===== config.mk =====
export PLATFORM = sky130hd
export DESIGN_NAME = dcm_top
export DESIGN_NICKNAME = d
export VERILOG_FILES = /design/src/rtl/dcm_pkg.sv /design/src/rtl/dcm_top.sv /design/src/rtl/dcm_addr_cmp.sv /design/src/rtl/dcm_data_cmp.sv
export SDC_FILE = /design/constraint.sdc
export NUM_CORES = 1
export LEC_CHECK = 0
export ABC_AREA = 0
export CAP_MARGIN = 20
export CORE_MARGIN = 2
export CORE_UTILIZATION = 43
export DETAILED_ROUTE_END_ITERATION = 8
export DONT_BUFFER_PORTS = 1
export PLACE_DENSITY_LB_ADDON = 0.08
export REMOVE_ABC_BUFFERS = 1
export SETUP_SLACK_MARGIN = 0.3
export SLEW_MARGIN = 20
export SYNTH_ARGS = -nofsm -noshare
export SYNTH_HDL_FRONTEND = slang
export SYNTH_SLANG_ARGS = --single-unit
export TNS_END_PERCENT = 50

===== constraint.sdc =====
create_clock -name clock -period 2.99 [get_ports clock]
set_input_delay 0 -clock clock [delete_from_list [all_inputs] [get_ports clock]]
set_output_delay 0 -clock clock [all_outputs]
set_load 0.02 [all_outputs]

===== src/rtl/dcm_pkg.sv =====
// constants for the debug comparator target registers
// assumes an 8-bit register port and 18/16-bit processor buses
//
// Overview of operation
// - selector 00/01/10 picks A/B/C, 11 none
// - shared window spans offsets 0x28 to 0x2F
// - selected address targets readable at any time
// - address target writes ignored while armed
// - high target holds address bits 17:16 only
// - mid target holds address bits 15:8
// - low target holds address bits 7:0
// - data target and mask exist for A only
// - data registers readable only with selector 00
// - data writes need selector 00 and disarmed
// - data high target matches data bits 15:8
// - data low target matches data bits 7:0
// - target bit compared only when mask set
// - tagging on comparator A ignores data compare
// - high mask resets zero, gates bits 15:8
// - low mask gates bits 7:0, same limits
// - arm bit in control one arms unit
`default_nettype none

package dcm_pkg;
    // -------------------------------------------------------------
    // register offsets
    // -------------------------------------------------------------
    localparam logic [7:0] OFF_CTRL_ONE = 8'h20;
    localparam logic [7:0] OFF_CMP_A_OPT = 8'h21;
    localparam logic [7:0] OFF_STATUS = 8'h22;
    localparam logic [7:0] OFF_WIN_FIRST = 8'h28;
    localparam logic [7:0] OFF_ADDR_HIGH = 8'h29;
    localparam logic [7:0] OFF_ADDR_MID = 8'h2A;
    localparam logic [7:0] OFF_ADDR_LOW = 8'h2B;
    localparam logic [7:0] OFF_DATA_HIGH = 8'h2C;
    localparam logic [7:0] OFF_DATA_LOW = 8'h2D;
    localparam logic [7:0] OFF_MASK_HIGH = 8'h2E;
    localparam logic [7:0] OFF_MASK_LOW = 8'h2F;
    // -------------------------------------------------------------
    // fields
    // -------------------------------------------------------------
    localparam int CTRL_ARM_BIT = 7;
    localparam int OPT_TAG_BIT = 0;
    localparam int ADDR_HIGH_W = 2;
    localparam logic [1:0] SEL_A = 2'h0;
    localparam logic [1:0] SEL_B = 2'h1;
    localparam logic [1:0] SEL_C = 2'h2;
    localparam logic [1:0] SEL_NONE = 2'h3;
    // -------------------------------------------------------------
    // reset values
    // -------------------------------------------------------------
    localparam logic [7:0] RST_BYTE = 8'h00;
    localparam logic [1:0] RST_SEL = 2'h0;
endpackage

`default_nettype wire


===== src/rtl/dcm_top.sv =====
// debug comparator target registers with their bus match outputs
// assumes a one-cycle register port and buses sampled on clock
//
// Strobed register access was decided locally.
`default_nettype none

module dcm_top #(
    parameter int NUM_CMP = 3
) (
    input wire logic clock,
    input wire logic rst_n,
    input wire logic [7:0] reg_addr,
    input wire logic [7:0] reg_wdata,
    input wire logic reg_wr,
    input wire logic reg_rd,
    output logic [7:0] reg_rdata,
    input wire logic cpu_valid,
    input wire logic [17:0] cpu_addr,
    input wire logic [15:0] cpu_data,
    output logic armed,
    output logic [NUM_CMP-1:0] match
);
    // -------------------------------------------------------------
    // reset release
    // -------------------------------------------------------------
    logic rst_meta_r;
    logic rst_sync_n_r;

    always_ff @(posedge clock or negedge rst_n) begin
        if (!rst_n) begin
            rst_meta_r <= 1'b0;
            rst_sync_n_r <= 1'b0;
        end else begin
            rst_meta_r <= 1'b1;
            rst_sync_n_r <= rst_meta_r;
        end
    end

    // -------------------------------------------------------------
    // decode helpers
    // -------------------------------------------------------------
    function automatic logic is_addr_off(input logic [7:0] a);
        is_addr_off = (a == dcm_pkg::OFF_ADDR_HIGH) || (a == dcm_pkg::OFF_ADDR_MID) ||
                      (a == dcm_pkg::OFF_ADDR_LOW);
    endfunction

    function automatic logic is_data_off(input logic [7:0] a);
        is_data_off = (a >= dcm_pkg::OFF_DATA_HIGH) && (a <= dcm_pkg::OFF_MASK_LOW);
    endfunction

    // -------------------------------------------------------------
    // control registers
    // -------------------------------------------------------------
    logic armed_r;
    logic [1:0] sel_r;
    logic tag_a_r;

    always_ff @(posedge clock or negedge rst_sync_n_r) begin
        if (!rst_sync_n_r) begin
            armed_r <= 1'b0;
            sel_r <= dcm_pkg::RST_SEL;
        end else if (reg_wr && reg_addr == dcm_pkg::OFF_CTRL_ONE) begin
            armed_r <= reg_wdata[dcm_pkg::CTRL_ARM_BIT];
            sel_r <= reg_wdata[1:0];
        end
    end

    // tag option follows the same arming lock as the window
    always_ff @(posedge clock or negedge rst_sync_n_r) begin
        if (!rst_sync_n_r) begin
            tag_a_r <= 1'b0;
        end else if (reg_wr && !armed_r && reg_addr == dcm_pkg::OFF_CMP_A_OPT) begin
            tag_a_r <= reg_wdata[dcm_pkg::OPT_TAG_BIT];
        end
    end

    assign armed = armed_r;

    // -------------------------------------------------------------
    // window write qualification
    // -------------------------------------------------------------
    logic win_wr_ok;
    logic data_wr_ok;
    logic [3:0] data_wr;

    assign win_wr_ok = reg_wr && !armed_r && (sel_r != dcm_pkg::SEL_NONE);
    assign data_wr_ok = reg_wr && !armed_r && (sel_r == dcm_pkg::SEL_A);
    assign data_wr[0] = data_wr_ok && reg_addr == dcm_pkg::OFF_DATA_HIGH;
    assign data_wr[1] = data_wr_ok && reg_addr == dcm_pkg::OFF_DATA_LOW;
    assign data_wr[2] = data_wr_ok && reg_addr == dcm_pkg::OFF_MASK_HIGH;
    assign data_wr[3] = data_wr_ok && reg_addr == dcm_pkg::OFF_MASK_LOW;

    // -------------------------------------------------------------
    // comparators
    // -------------------------------------------------------------
    logic [17:0] target [NUM_CMP];
    logic [NUM_CMP-1:0] addr_hit;
    logic [15:0] data_target;
    logic [15:0] data_mask;
    logic data_ok;

    genvar i;
    generate
        for (i = 0; i < NUM_CMP; i++) begin : g_cmp
            logic this_sel;
            assign this_sel = win_wr_ok && (sel_r == 2'(i));
            dcm_addr_cmp u_addr (
                .clock(clock),
                .rst_n(rst_sync_n_r),
                .wr_high(this_sel && reg_addr == dcm_pkg::OFF_ADDR_HIGH),
                .wr_mid(this_sel && reg_addr == dcm_pkg::OFF_ADDR_MID),
                .wr_low(this_sel && reg_addr == dcm_pkg::OFF_ADDR_LOW),
                .wdata(reg_wdata),
                .bus_addr(cpu_addr),
                .target(target[i]),
                .hit(addr_hit[i])
            );
        end
    endgenerate

    // only comparator A carries a data stage
    dcm_data_cmp u_data (
        .clock(clock),
        .rst_n(rst_sync_n_r),
        .wr_en(data_wr),
        .wdata(reg_wdata),
        .tag(tag_a_r),
        .bus_data(cpu_data),
        .target(data_target),
        .mask(data_mask),
        .data_ok(data_ok)
    );

    // -------------------------------------------------------------
    // match outputs
    // -------------------------------------------------------------
    logic [NUM_CMP-1:0] match_nxt;
    logic [NUM_CMP-1:0] match_r;

    always_comb begin
        match_nxt = {NUM_CMP{cpu_valid}} & addr_hit;
        match_nxt[0] = match_nxt[0] && data_ok;
    end

    always_ff @(posedge clock or negedge rst_sync_n_r) begin
        if (!rst_sync_n_r) begin
            match_r <= '0;
        end else begin
            match_r <= match_nxt;
        end
    end

    assign match = match_r;

    // -------------------------------------------------------------
    // read path
    // -------------------------------------------------------------
    logic [7:0] rd_nxt;
    logic [7:0] rdata_r;
    logic [17:0] sel_target;

    assign sel_target = (sel_r == dcm_pkg::SEL_NONE) ? 18'h00000 : target[sel_r];

    always_comb begin
        rd_nxt = 8'h00;
        case (reg_addr)
            dcm_pkg::OFF_CTRL_ONE: rd_nxt = {armed_r, 5'h00, sel_r};
            dcm_pkg::OFF_CMP_A_OPT: rd_nxt = {7'h00, tag_a_r};
            dcm_pkg::OFF_STATUS: rd_nxt = {5'h00, match_r};
            dcm_pkg::OFF_ADDR_HIGH: rd_nxt = {6'h00, sel_target[17:16]};
            dcm_pkg::OFF_ADDR_MID: rd_nxt = sel_target[15:8];
            dcm_pkg::OFF_ADDR_LOW: rd_nxt = sel_target[7:0];
            default: rd_nxt = 8'h00;
        endcase
        if (is_data_off(reg_addr) && sel_r == dcm_pkg::SEL_A) begin
            case (reg_addr)
                dcm_pkg::OFF_DATA_HIGH: rd_nxt = data_target[15:8];
                dcm_pkg::OFF_DATA_LOW: rd_nxt = data_target[7:0];
                dcm_pkg::OFF_MASK_HIGH: rd_nxt = data_mask[15:8];
                default: rd_nxt = data_mask[7:0];
            endcase
        end
    end

    // data stand for exactly the cycle after the strobe
    always_ff @(posedge clock or negedge rst_sync_n_r) begin
        if (!rst_sync_n_r) begin
            rdata_r <= 8'h00;
        end else begin
            rdata_r <= reg_rd ? rd_nxt : 8'h00;
        end
    end

    assign reg_rdata = rdata_r;

    // -------------------------------------------------------------
    // assertions
    // -------------------------------------------------------------
    armed_lock_a: assert property (@(posedge clock) disable iff (!rst_sync_n_r)
        (armed_r && reg_wr && is_addr_off(reg_addr)) |=> $stable(sel_target))
        else $error("address target changed while armed");

    sel_none_rd_a: assert property (@(posedge clock) disable iff (!rst_sync_n_r)
        (reg_rd && sel_r == dcm_pkg::SEL_NONE && is_addr_off(reg_addr)) |=> reg_rdata == 8'h00)
        else $error("selector 11 read not zero");

    data_rd_gate_a: assert property (@(posedge clock) disable iff (!rst_sync_n_r)
        (reg_rd && sel_r != dcm_pkg::SEL_A && is_data_off(reg_addr)) |=> reg_rdata == 8'h00)
        else $error("data register visible off comparator A");

    high_zero_a: assert property (@(posedge clock) disable iff (!rst_sync_n_r)
        (reg_rd && reg_addr == dcm_pkg::OFF_ADDR_HIGH) |=> reg_rdata[7:2] == 6'h00)
        else $error("address high upper bits not zero");

    low_write_a: assert property (@(posedge clock) disable iff (!rst_sync_n_r)
        (reg_wr && !armed_r && sel_r == dcm_pkg::SEL_B && reg_addr == dcm_pkg::OFF_ADDR_LOW)
        |=> target[1][7:0] == $past(reg_wdata))
        else $error("comparator B low target not written");

    data_wr_gate_a: assert property (@(posedge clock) disable iff (!rst_sync_n_r)
        (reg_wr && (armed_r || sel_r != dcm_pkg::SEL_A) && is_data_off(reg_addr))
        |=> $stable(data_target) && $stable(data_mask))
        else $error("data register written without access");

    mid_readback_a: assert property (@(posedge clock) disable iff (!rst_sync_n_r)
        (reg_rd && sel_r == dcm_pkg::SEL_C && reg_addr == dcm_pkg::OFF_ADDR_MID)
        |=> reg_rdata == $past(target[2][15:8]))
        else $error("mid target readback wrong");

    tag_ignores_a: assert property (@(posedge clock) disable iff (!rst_sync_n_r)
        (cpu_valid && tag_a_r && cpu_addr == target[0]) |=> match[0])
        else $error("tagged comparator A missed address match");

    mask_gate_a: assert property (@(posedge clock) disable iff (!rst_sync_n_r)
        (cpu_valid && !tag_a_r && cpu_addr == target[0] && ((cpu_data ^ data_target) & data_mask) != 16'h0000)
        |=> !match[0])
        else $error("masked data mismatch still matched");

    addr_match_a: assert property (@(posedge clock) disable iff (!rst_sync_n_r)
        (cpu_valid && cpu_addr != target[1]) |=> !match[1])
        else $error("comparator B matched a wrong address");

    rd_idle_a: assert property (@(posedge clock) disable iff (!rst_sync_n_r)
        !reg_rd |=> reg_rdata == 8'h00)
        else $error("read data outside the read answer cycle");

    // -------------------------------------------------------------
    // register write and read checks
    // -------------------------------------------------------------
    // each write check looks one edge on, where the stored copy has just moved
    a_mid_write_a: assert property (@(posedge clock) disable iff (!rst_sync_n_r)
        (reg_wr && !armed_r && sel_r == dcm_pkg::SEL_A && reg_addr == dcm_pkg::OFF_ADDR_MID)
        |=> target[0][15:8] == $past(reg_wdata))
        else $error("comparator A mid target not written");

    c_high_write_a: assert property (@(posedge clock) disable iff (!rst_sync_n_r)
        (reg_wr && !armed_r && sel_r == dcm_pkg::SEL_C && reg_addr == dcm_pkg::OFF_ADDR_HIGH)
        |=> target[2][17:16] == $past(reg_wdata[1:0]))
        else $error("comparator C high target not written");

    other_cmp_hold_a: assert property (@(posedge clock) disable iff (!rst_sync_n_r)
        (reg_wr && sel_r == dcm_pkg::SEL_B && is_addr_off(reg_addr))
        |=> $stable(target[0]) && $stable(target[2]))
        else $error("write to comparator B touched another target");

    none_wr_drop_a: assert property (@(posedge clock) disable iff (!rst_sync_n_r)
        (reg_wr && sel_r == dcm_pkg::SEL_NONE && is_addr_off(reg_addr))
        |=> $stable(target[0]) && $stable(target[1]) && $stable(target[2]))
        else $error("selector 11 write reached a target");

    data_high_wr_a: assert property (@(posedge clock) disable iff (!rst_sync_n_r)
        (reg_wr && !armed_r && sel_r == dcm_pkg::SEL_A && reg_addr == dcm_pkg::OFF_DATA_HIGH)
        |=> data_target[15:8] == $past(reg_wdata))
        else $error("data high target not written");

    data_low_wr_a: assert property (@(posedge clock) disable iff (!rst_sync_n_r)
        (reg_wr && !armed_r && sel_r == dcm_pkg::SEL_A && reg_addr == dcm_pkg::OFF_DATA_LOW)
        |=> data_target[7:0] == $past(reg_wdata))
        else $error("data low target not written");

    mask_high_wr_a: assert property (@(posedge clock) disable iff (!rst_sync_n_r)
        (reg_wr && !armed_r && sel_r == dcm_pkg::SEL_A && reg_addr == dcm_pkg::OFF_MASK_HIGH)
        |=> data_mask[15:8] == $past(reg_wdata))
        else $error("data high mask not written");

    mask_low_wr_a: assert property (@(posedge clock) disable iff (!rst_sync_n_r)
        (reg_wr && !armed_r && sel_r == dcm_pkg::SEL_A && reg_addr == dcm_pkg::OFF_MASK_LOW)
        |=> data_mask[7:0] == $past(reg_wdata))
        else $error("data low mask not written");

    arm_bit_a: assert property (@(posedge clock) disable iff (!rst_sync_n_r)
        (reg_wr && reg_addr == dcm_pkg::OFF_CTRL_ONE)
        |=> armed == $past(reg_wdata[dcm_pkg::CTRL_ARM_BIT]))
        else $error("arm bit did not follow control write");

    tag_lock_a: assert property (@(posedge clock) disable iff (!rst_sync_n_r)
        (reg_wr && armed_r && reg_addr == dcm_pkg::OFF_CMP_A_OPT) |=> $stable(tag_a_r))
        else $error("tag select changed while armed");

    a_low_read_a: assert property (@(posedge clock) disable iff (!rst_sync_n_r)
        (reg_rd && sel_r == dcm_pkg::SEL_A && reg_addr == dcm_pkg::OFF_ADDR_LOW)
        |=> reg_rdata == $past(target[0][7:0]))
        else $error("comparator A low target readback wrong");

    mask_read_a: assert property (@(posedge clock) disable iff (!rst_sync_n_r)
        (reg_rd && sel_r == dcm_pkg::SEL_A && reg_addr == dcm_pkg::OFF_MASK_HIGH)
        |=> reg_rdata == $past(data_mask[15:8]))
        else $error("data high mask readback wrong");

    // -------------------------------------------------------------
    // match checks
    // -------------------------------------------------------------
    // only A has a data stage, so B and C must match on the address alone
    valid_gate_a: assert property (@(posedge clock) disable iff (!rst_sync_n_r)
        !cpu_valid |=> match == '0)
        else $error("match without a valid bus cycle");

    b_no_data_a: assert property (@(posedge clock) disable iff (!rst_sync_n_r)
        (cpu_valid && cpu_addr == target[1]) |=> match[1])
        else $error("comparator B missed an address match");

    c_exact_a: assert property (@(posedge clock) disable iff (!rst_sync_n_r)
        (cpu_valid && cpu_addr == target[2]) |=> match[2])
        else $error("comparator C missed an address match");

    mask_pass_a: assert property (@(posedge clock) disable iff (!rst_sync_n_r)
        (cpu_valid && !tag_a_r && cpu_addr == target[0] && ((cpu_data ^ data_target) & data_mask) == 16'h0000)
        |=> match[0])
        else $error("masked data agreement not matched");

    arm_cover_c: cover property (@(posedge clock) disable iff (!rst_sync_n_r)
        armed_r && reg_wr && is_addr_off(reg_addr));
    match_a_cover_c: cover property (@(posedge clock) disable iff (!rst_sync_n_r)
        match[0] && !tag_a_r && data_mask != 16'h0000);
    match_c_cover_c: cover property (@(posedge clock) disable iff (!rst_sync_n_r)
        match[2]);
    none_rd_cover_c: cover property (@(posedge clock) disable iff (!rst_sync_n_r)
        reg_rd && sel_r == dcm_pkg::SEL_NONE && is_addr_off(reg_addr));
    tag_cover_c: cover property (@(posedge clock) disable iff (!rst_sync_n_r)
        match[0] && tag_a_r);
endmodule

`default_nettype wire


===== src/rtl/dcm_addr_cmp.sv =====
// one comparator's 18-bit address target and its bus match
// assumes write enables are already qualified by selector and arming
`default_nettype none

module dcm_addr_cmp (
    input wire logic clock,
    input wire logic rst_n,
    input wire logic wr_high,
    input wire logic wr_mid,
    input wire logic wr_low,
    input wire logic [7:0] wdata,
    input wire logic [17:0] bus_addr,
    output logic [17:0] target,
    output logic hit
);
    logic [1:0] high_r;
    logic [7:0] mid_r;
    logic [7:0] low_r;

    always_ff @(posedge clock or negedge rst_n) begin
        if (!rst_n) begin
            high_r <= dcm_pkg::RST_SEL;
            mid_r <= dcm_pkg::RST_BYTE;
            low_r <= dcm_pkg::RST_BYTE;
        end else begin
            if (wr_high) begin
                high_r <= wdata[dcm_pkg::ADDR_HIGH_W-1:0];
            end
            if (wr_mid) begin
                mid_r <= wdata;
            end
            if (wr_low) begin
                low_r <= wdata;
            end
        end
    end

    assign target = {high_r, mid_r, low_r};
    // each stored bit names the level the bus bit must have
    assign hit = (bus_addr == target);
endmodule

`default_nettype wire


===== src/rtl/dcm_data_cmp.sv =====
// comparator A data targets and masks with masked data match
// assumes write enables are already qualified by selector and arming
`default_nettype none

module dcm_data_cmp (
    input wire logic clock,
    input wire logic rst_n,
    input wire logic [3:0] wr_en,
    input wire logic [7:0] wdata,
    input wire logic tag,
    input wire logic [15:0] bus_data,
    output logic [15:0] target,
    output logic [15:0] mask,
    output logic data_ok
);
    // index 0..3: data high, data low, mask high, mask low
    logic [7:0] regs_r [4];

    genvar g;
    generate
        for (g = 0; g < 4; g++) begin : g_reg
            always_ff @(posedge clock or negedge rst_n) begin
                if (!rst_n) begin
                    regs_r[g] <= dcm_pkg::RST_BYTE;
                end else if (wr_en[g]) begin
                    regs_r[g] <= wdata;
                end
            end
        end
    endgenerate

    assign target = {regs_r[0], regs_r[1]};
    assign mask = {regs_r[2], regs_r[3]};
    // masked-out bits always agree; tagging skips the data check
    assign data_ok = tag || (((bus_data ^ target) & mask) == 16'h0000);
endmodule

`default_nettype wire


# Word-level counts from Yosys, hierarchy flattened
# Index checks and enable logic that the tools add are counted.
classes:
  mux: 8
  reduce_logical: 28
  n_lt_le_gt_ge: 3
  eq_ne: 17
  n_bitwise: 4
op_table:
  columns: ["cell", "n"]
  rows:
  - ["8-bit by 6-bit == test with 1-bit output, second input constant", 10]
  - ["18-bit == test", 3]
  - ["18-bit 2-to-1 mux", 3]
  - ["8-bit one-hot mux with 6 select lines", 1]
  - ["18-bit binary-select mux with 2-bit select", 1]
  - ["1-bit logical AND", 24]
  - ["8-bit one-hot mux with 3 select lines", 1]
  - ["16-bit AND", 1]
  - ["16-bit logical NOT", 1]
  - ["8-bit 2-to-1 mux", 2]
  - ["16-bit XOR", 1]
  - ["8-bit by 6-bit >= comparator with 1-bit output, second input constant", 1]
  - ["8-bit by 6-bit <= comparator with 1-bit output, second input constant", 1]
  - ["2-bit == test, second input constant", 2]
  - ["3-bit AND", 1]
  - ["3-bit >= comparator, second input constant", 1]
  - ["2-bit NOT with 3-bit output", 1]
  - ["2-bit by 1-bit == test with 1-bit output, second input constant", 1]
  - ["2-bit logical NOT", 1]
  - ["2-bit != test, second input constant", 1]
  - ["1-bit logical NOT", 1]
  - ["1-bit logical OR", 1]
word_totals:
  word_cells: 80
  out_inout_bits: 12
  reg_bits: 103
  inputBits: 55

# Depth between registers and ports, before layout
logic_depth:
  depth_word: 8
  ltp_mapped: 8
  mapped_depth_nobuf: 5

# Cells and area by module
# A second synthesis with hierarchy kept.
unflattened:
  cells_unflattened: 465
  hier_area_um2: 5590.4
modules_own_cells:
  columns: ["module", "cells_each", "seq_area_each_um2", "area_per_inst_um2", "n_inst"]
  rows:
  - ["dcm_addr_cmp", 62, 450.4, 860.8, 3]
  - ["dcm_top", 184, 425.4, 1606.5, 1]
  - ["dcm_data_cmp", 95, 800.8, 1401.3, 1]

# Worst setup path after synthesis
# No wires, ideal clock.
synth_path:
  path_type: "reg-to-reg"
  from: "register armed_r (netlist: armed)"
  to: "register u_data.regs_r (netlist bit u_data.target[8])"
  setup_slack_ns: 1.080
  t_required_ns: 2.865
  path_buffers: 0
  setup_time_ns: 0.125
  arrival_time_ns: 1.785
  stages_incl_launch_ff: 6
  synth_period_minus_slack_ns: 1.910
  cell_sequence: "dfrtp_1 > nand2b_1 > nor3_4 > nand4_4 > nor3_4 > mux2_2"
synth_between:
  elab_chain_len: 4
synth_lines:
  columns: ["element", "line_no", "source"]
  rows:
  - ["start, declared", "dcm_top.sv:54", "logic armed_r;"]
  - ["start signal, assigned", "dcm_top.sv:63", "armed_r <= reg_wdata[dcm_pkg::CTRL_ARM_BIT];"]
  - ["1-bit logical NOT", "dcm_top.sv:87", "assign data_wr_ok = reg_wr && !armed_r && (sel_r == dcm_pkg::SEL_A);"]
  - ["1-bit logical AND (2 in a row)", "dcm_top.sv:87", null]
  - ["1-bit logical AND", "dcm_top.sv:88", "assign data_wr[0] = data_wr_ok && reg_addr == dcm_pkg::OFF_DATA_HIGH;"]
  - ["end signal, assigned by index", "dcm_data_cmp.sv:24", "regs_r[g] <= dcm_pkg::RST_BYTE;"]
  - ["end signal, assigned by index", "dcm_data_cmp.sv:26", "regs_r[g] <= wdata;"]
  - ["end, declared", "dcm_data_cmp.sv:17", "logic [7:0] regs_r [4];"]
# No other way between the ends.
# A chain may end at the register's enable or synchronous reset.

# Worst setup path in the final report
layout_path:
  from: "register sel_r[1]"
  to: "register rdata_r[7] (netlist: reg_rdata[7])"
layout_between:
  elab_chain_len: 8
  word_cells_on_any_way: 11
  classes_between: "1 x eq/ne; 7 x mux; 1 x bitwise; 2 x reduce/logical"
layout_lines:
  columns: ["element", "line_no", "source"]
  rows:
  - ["start, declared", "dcm_top.sv:55", "logic [1:0] sel_r;"]
  - ["start signal, assigned", "dcm_top.sv:61", "sel_r <= dcm_pkg::RST_SEL;"]
  - ["start signal, assigned", "dcm_top.sv:64", "sel_r <= reg_wdata[1:0];"]
  - ["2-bit NOT with 3-bit output (not written as such)", "dcm_top.sv:162", "assign sel_target = (sel_r == dcm_pkg::SEL_NONE) ? 18'h00000 : target[sel_r];"]
  - ["18-bit binary-select mux with 2-bit select", "dcm_top.sv:162", null]
  - ["18-bit 2-to-1 mux (not written as such) (2 in a row)", "dcm_top.sv:162", null]
  - ["18-bit 2-to-1 mux", "dcm_top.sv:162", null]
  - ["8-bit one-hot mux with 6 select lines", "dcm_top.sv:166", "case (reg_addr)"]
  - ["8-bit 2-to-1 mux *", "dcm_top.sv:175", "if (is_data_off(reg_addr) && sel_r == dcm_pkg::SEL_A) begin"]
  - ["8-bit 2-to-1 mux *", "dcm_top.sv:190", "rdata_r <= reg_rd ? rd_nxt : 8'h00;"]
  - ["end signal, assigned", "dcm_top.sv:190", null]
  - ["end, declared", "dcm_top.sv:159", "logic [7:0] rdata_r;"]
# Mark *: on every way between the ends. The rest lies on a longest branch, timed or not. The select of a mux whose other input is x is not followed.

==> flow_metrics.py <==
metrics = {
    "synthesis": {
        "syn_inst": 449,
        "postSynthAreaPerCell_sq_um": 12.3,
        "synth_top_cell_by_area": "dfrtp_1",
        "yosysTopAreaCellShare_pct": 46.5,
        "ys_async_sr_fraction_pct": 100,
        "yosys_warnings": 0,
        "synth_flop_cell": "dfrtp_1",
        "synthTopCellsByArea": "dfrtp_1 (47%), mux2_2 (18%), xnor2_1 (7.6%)",
        "seq_area_frac_synth_pct": 46.5,
        "syn_area_sq_um": 5540,
        "synth_seq_cells": 103,
        "synth_common_cells": "dfrtp_1 (103), mux2_2 (89), xnor2_1 (48), nand2_1 (28), xor2_1 (22)",
        "synth_edf_count": 0,
        "yosysMostFrequentCell": "dfrtp_1",
        "ys_types": 46,
    },
    "critical_path": {
        "crit_start": "sel_r[1]$_DFFE_PN0P_",
        "path_cells": "buf_4 > mux2i_1 > o2bb2ai_1 > a21oi_1 > a21boi_0 > o221a_2 > dlygate4sd3_1",
        "crit_arrival_ns": 2.61,
        "r2r_start": "sel_r[1]$_DFFE_PN0P_",
        "cp_slowest_cell": "dfrtp_2",
        "r2r_cells": 7,
        "critical_path_class": "flip-flop to flip-flop",
        "required_ns": 3.24,
        "r2r_end": "reg_rdata[7]$_DFF_PN0_",
        "endpoint_kind": "flip-flop",
        "cp-start-kind": "flip-flop",
        "endpoint": "reg_rdata[7]$_DFF_PN0_",
        "worstPathMaxFanout": 14,
        "worst_path_largest_cell_delay_ns": 0.57,
        "rrSetupSlack_ns": 0.62,
    },
    "clock_tree": {
        "cts.sinks": 103,
        "clock_path_buffers": 2,
        "numCtsBuffers": 9,
        "clk_pin_slew_ns": 0.07,
        "cts_max_level": 3,
        "clockRootBuffer": "clkbuf_16",
        "clk_latency_ns": 0.37,
        "cts_tree": "yes",
    },
    "floorplanning": {
        "floorplan.die_area_sq_um": 13800,
        "fp-row-count": 41,
        "start_util_pct": 43.9,
        "die_h_um": 117,
        "dieWidth_um": 117,
        "io-pin-count": 67,
        "core_sq_um": 12600,
    },
    "power_and_ir_drop": {
        "power_leakage_nw": 2.70,
        "internal_power_mw": 2.15,
        "clkPwrFrac_pct": 40.0,
        "p_comb_share_pct": 9.2,
        "power_mw": 2.92,
        "swShare_pct": 26.4,
        "pwr-share-seq_pct": 50.9,
        "power_switching_mw": 0.771,
        "pwr_density_cell_nw_per_um2": 467,
        "vdd_ir_drop_max_mv": 0.342,
    },
    "sta": {
        "rsz0062_at_grt": "no",
        "finalSetupTns_ns": 0,
        "relSlewSlack_pct": 49.3,
        "fin_crit_sh_pct": 79.2,
        "timing.hold.ws_ns": -0.00277,
        "finClkSkew_ns": 0.0101,
        "finalSetupViolCount": 0,
        "layout_setup_ws_ns": 0.622,
        "tightest_slew_ns": 0.757,
        "max_freq_mhz": 422,
        "fin_crit_ns": 2.37,
        "maxSlewViolCount": 0,
        "hold_viol_final": 1,
    },
    "place": {
        "hpwl_um": 11100,
        "placed_area_sq_um": 5730,
        "dp_cells": 607,
        "place_ws_ns": 0.677,
        "port_buffers": 0,
        "gp_congestion": 0.835,
    },
    "drt": {
        "vias_per_cell": 5.59,
        "vias": 3618,
        "firstDrtPassIters": 4,
        "wl_per_cell_um": 23.8,
        "drtIter0Drc": 235,
        "routed_wl_um": 15400,
        "drc": 0,
        "postRouteAntennaNets": 0,
    },
    "status": {
        "status": "finished with violations",
        "violations": "hold timing",
    },
    "finish": {
        "drive_gt1_share_pct": 28.3,
        "area_growth_pct": 12.9,
        "fin_area_sq_um": 6250,
        "post-route-util_pct": 49.5,
        "nFillCells": 1172,
        "nets": 524,
        "final_cells": 647,
    },
    "min_path": {
        "hold_path_startpoint": "reg_addr[3]",
        "worst_hold_path_type": "input port to flip-flop",
    },
    "global_routing": {
        "grt_pass1_wl_um": 24000,
        "grt_usage_pct": 23.3,
        "grt_max_degree": 57,
        "antenna_found_initial": 1,
        "grt-ovfl-total": 0,
        "grt_pass1_vias": 3865,
    },
    "job": {
        "cap_viol_max_count": 0,
    },
}
logic make-up (layout without fill, tap and decap cells):
family,count (synthesis),in the layout,share of synthesized area [%]
other,1,2,0.0677
flip-flops,103,103,46.5
AND/OR/NAND/NOR,86,86,9.58
buffers and inverters,22,47,1.81
multiplexers,118,118,25.2
AO/OA/AOI/OAI,49,49,5.76
XOR/XNOR,70,70,11.1
placed cells by master (no fill, tap or decap), types with 5 or more instances in the layout:
cell / Yosys / layout
dfrtp_1: 103 / 101
mux2_2: 89 / 89
xnor2_1: 48 / 48
nand2_1: 28 / 28
dlygate4sd3_1: 0 / 23
xor2_1: 22 / 22
mux2i_1: 20 / 20
o21ai_0: 15 / 15
nand4_1: 13 / 13
a21oi_1: 10 / 10
a22oi_1: 9 / 9
clkbuf_16: 0 / 9
mux4_2: 8 / 8
nor2_1: 8 / 8
buf_4: 2 / 7
nand2b_1: 5 / 5
critical path, delay by kind of cell, from the launching register on:
kind / cells / cell delay (ns)
compound gates: 4 / 0.56
buf+inv: 2 / 0.90
flops: 1 / 0.57
mux: 1 / 0.22
state kept, by name, summed over array words and instances (netlist names), 2 cells and up:
signal	cells
g_cmp.u_addr.mid_r	24
sel_r	2
reg_rdata	8
g_cmp.u_addr.high_r	6
u_data.mask	16
match	3
u_data.target	16
g_cmp.u_addr.low_r	24
area by class of cell:
| type | instances | area, sq um | area share (%) |
|---|---|---|---|
| Multi-Input combinational cell | 324 | 2860 | 45.7 |
| Tap cell | 172 | 215 | 3.44 |
| Clock buffer | 9 | 225 | 3.60 |
| Clock inverter | 7 | 63.8 | 1.02 |
| Antenna cell | 1 | 2.50 | 0.0400 |
| Timing Repair Buffer | 31 | 303 | 4.84 |
| Sequential cell | 103 | 2580 | 41.3 |
per-layer routing:
layer  part of all wire, %  global-route usage, %  vias to the layer above
met4                   1.5                   6.70                        0
met1                    45                   32.0                     1859
met3                   6.2                   6.40                       16
met2                    47                   36.3                       80
li1                      -                      -                     1663
met5                     0                      0                        -
what timing repair did:
item	CTS	global route
hold buffers	23	0
gates resized for setup	0	1
buffers inserted	0	0
endpoints found under the hold margin	103	0
setup endpoints to repair	0	1
power groups by stage:
stage	Clock [mW]	Combinational, mW	Sequential, mW
2_1_floorplan	0	0.156	1.51
3_3_place_gp	0	0.223	1.51
3_5_place_dp	0	0.223	1.51
4_1_cts	1.19	0.269	1.48
5_1_grt	1.25	0.291	1.49
6_report	1.17	0.267	1.48
worst min-delay path by stage:
stage / to / depth (start not counted) / slack [ns]
detailed placement: rst_meta_r$_DFF_PN0_ / 0 / -0.30
global route: reg_rdata[4]$_DFF_PN0_ / 3 / 0.003
CTS: reg_rdata[5]$_DFF_PN0_ / 3 / 0.0009
floorplan: rst_meta_r$_DFF_PN0_ / 0 / -0.30
finish: reg_rdata[2]$_DFF_PN0_ / 4 / -0.003
global placement: rst_meta_r$_DFF_PN0_ / 0 / -0.30
Note: power is estimated with default switching activity, not from simulation.
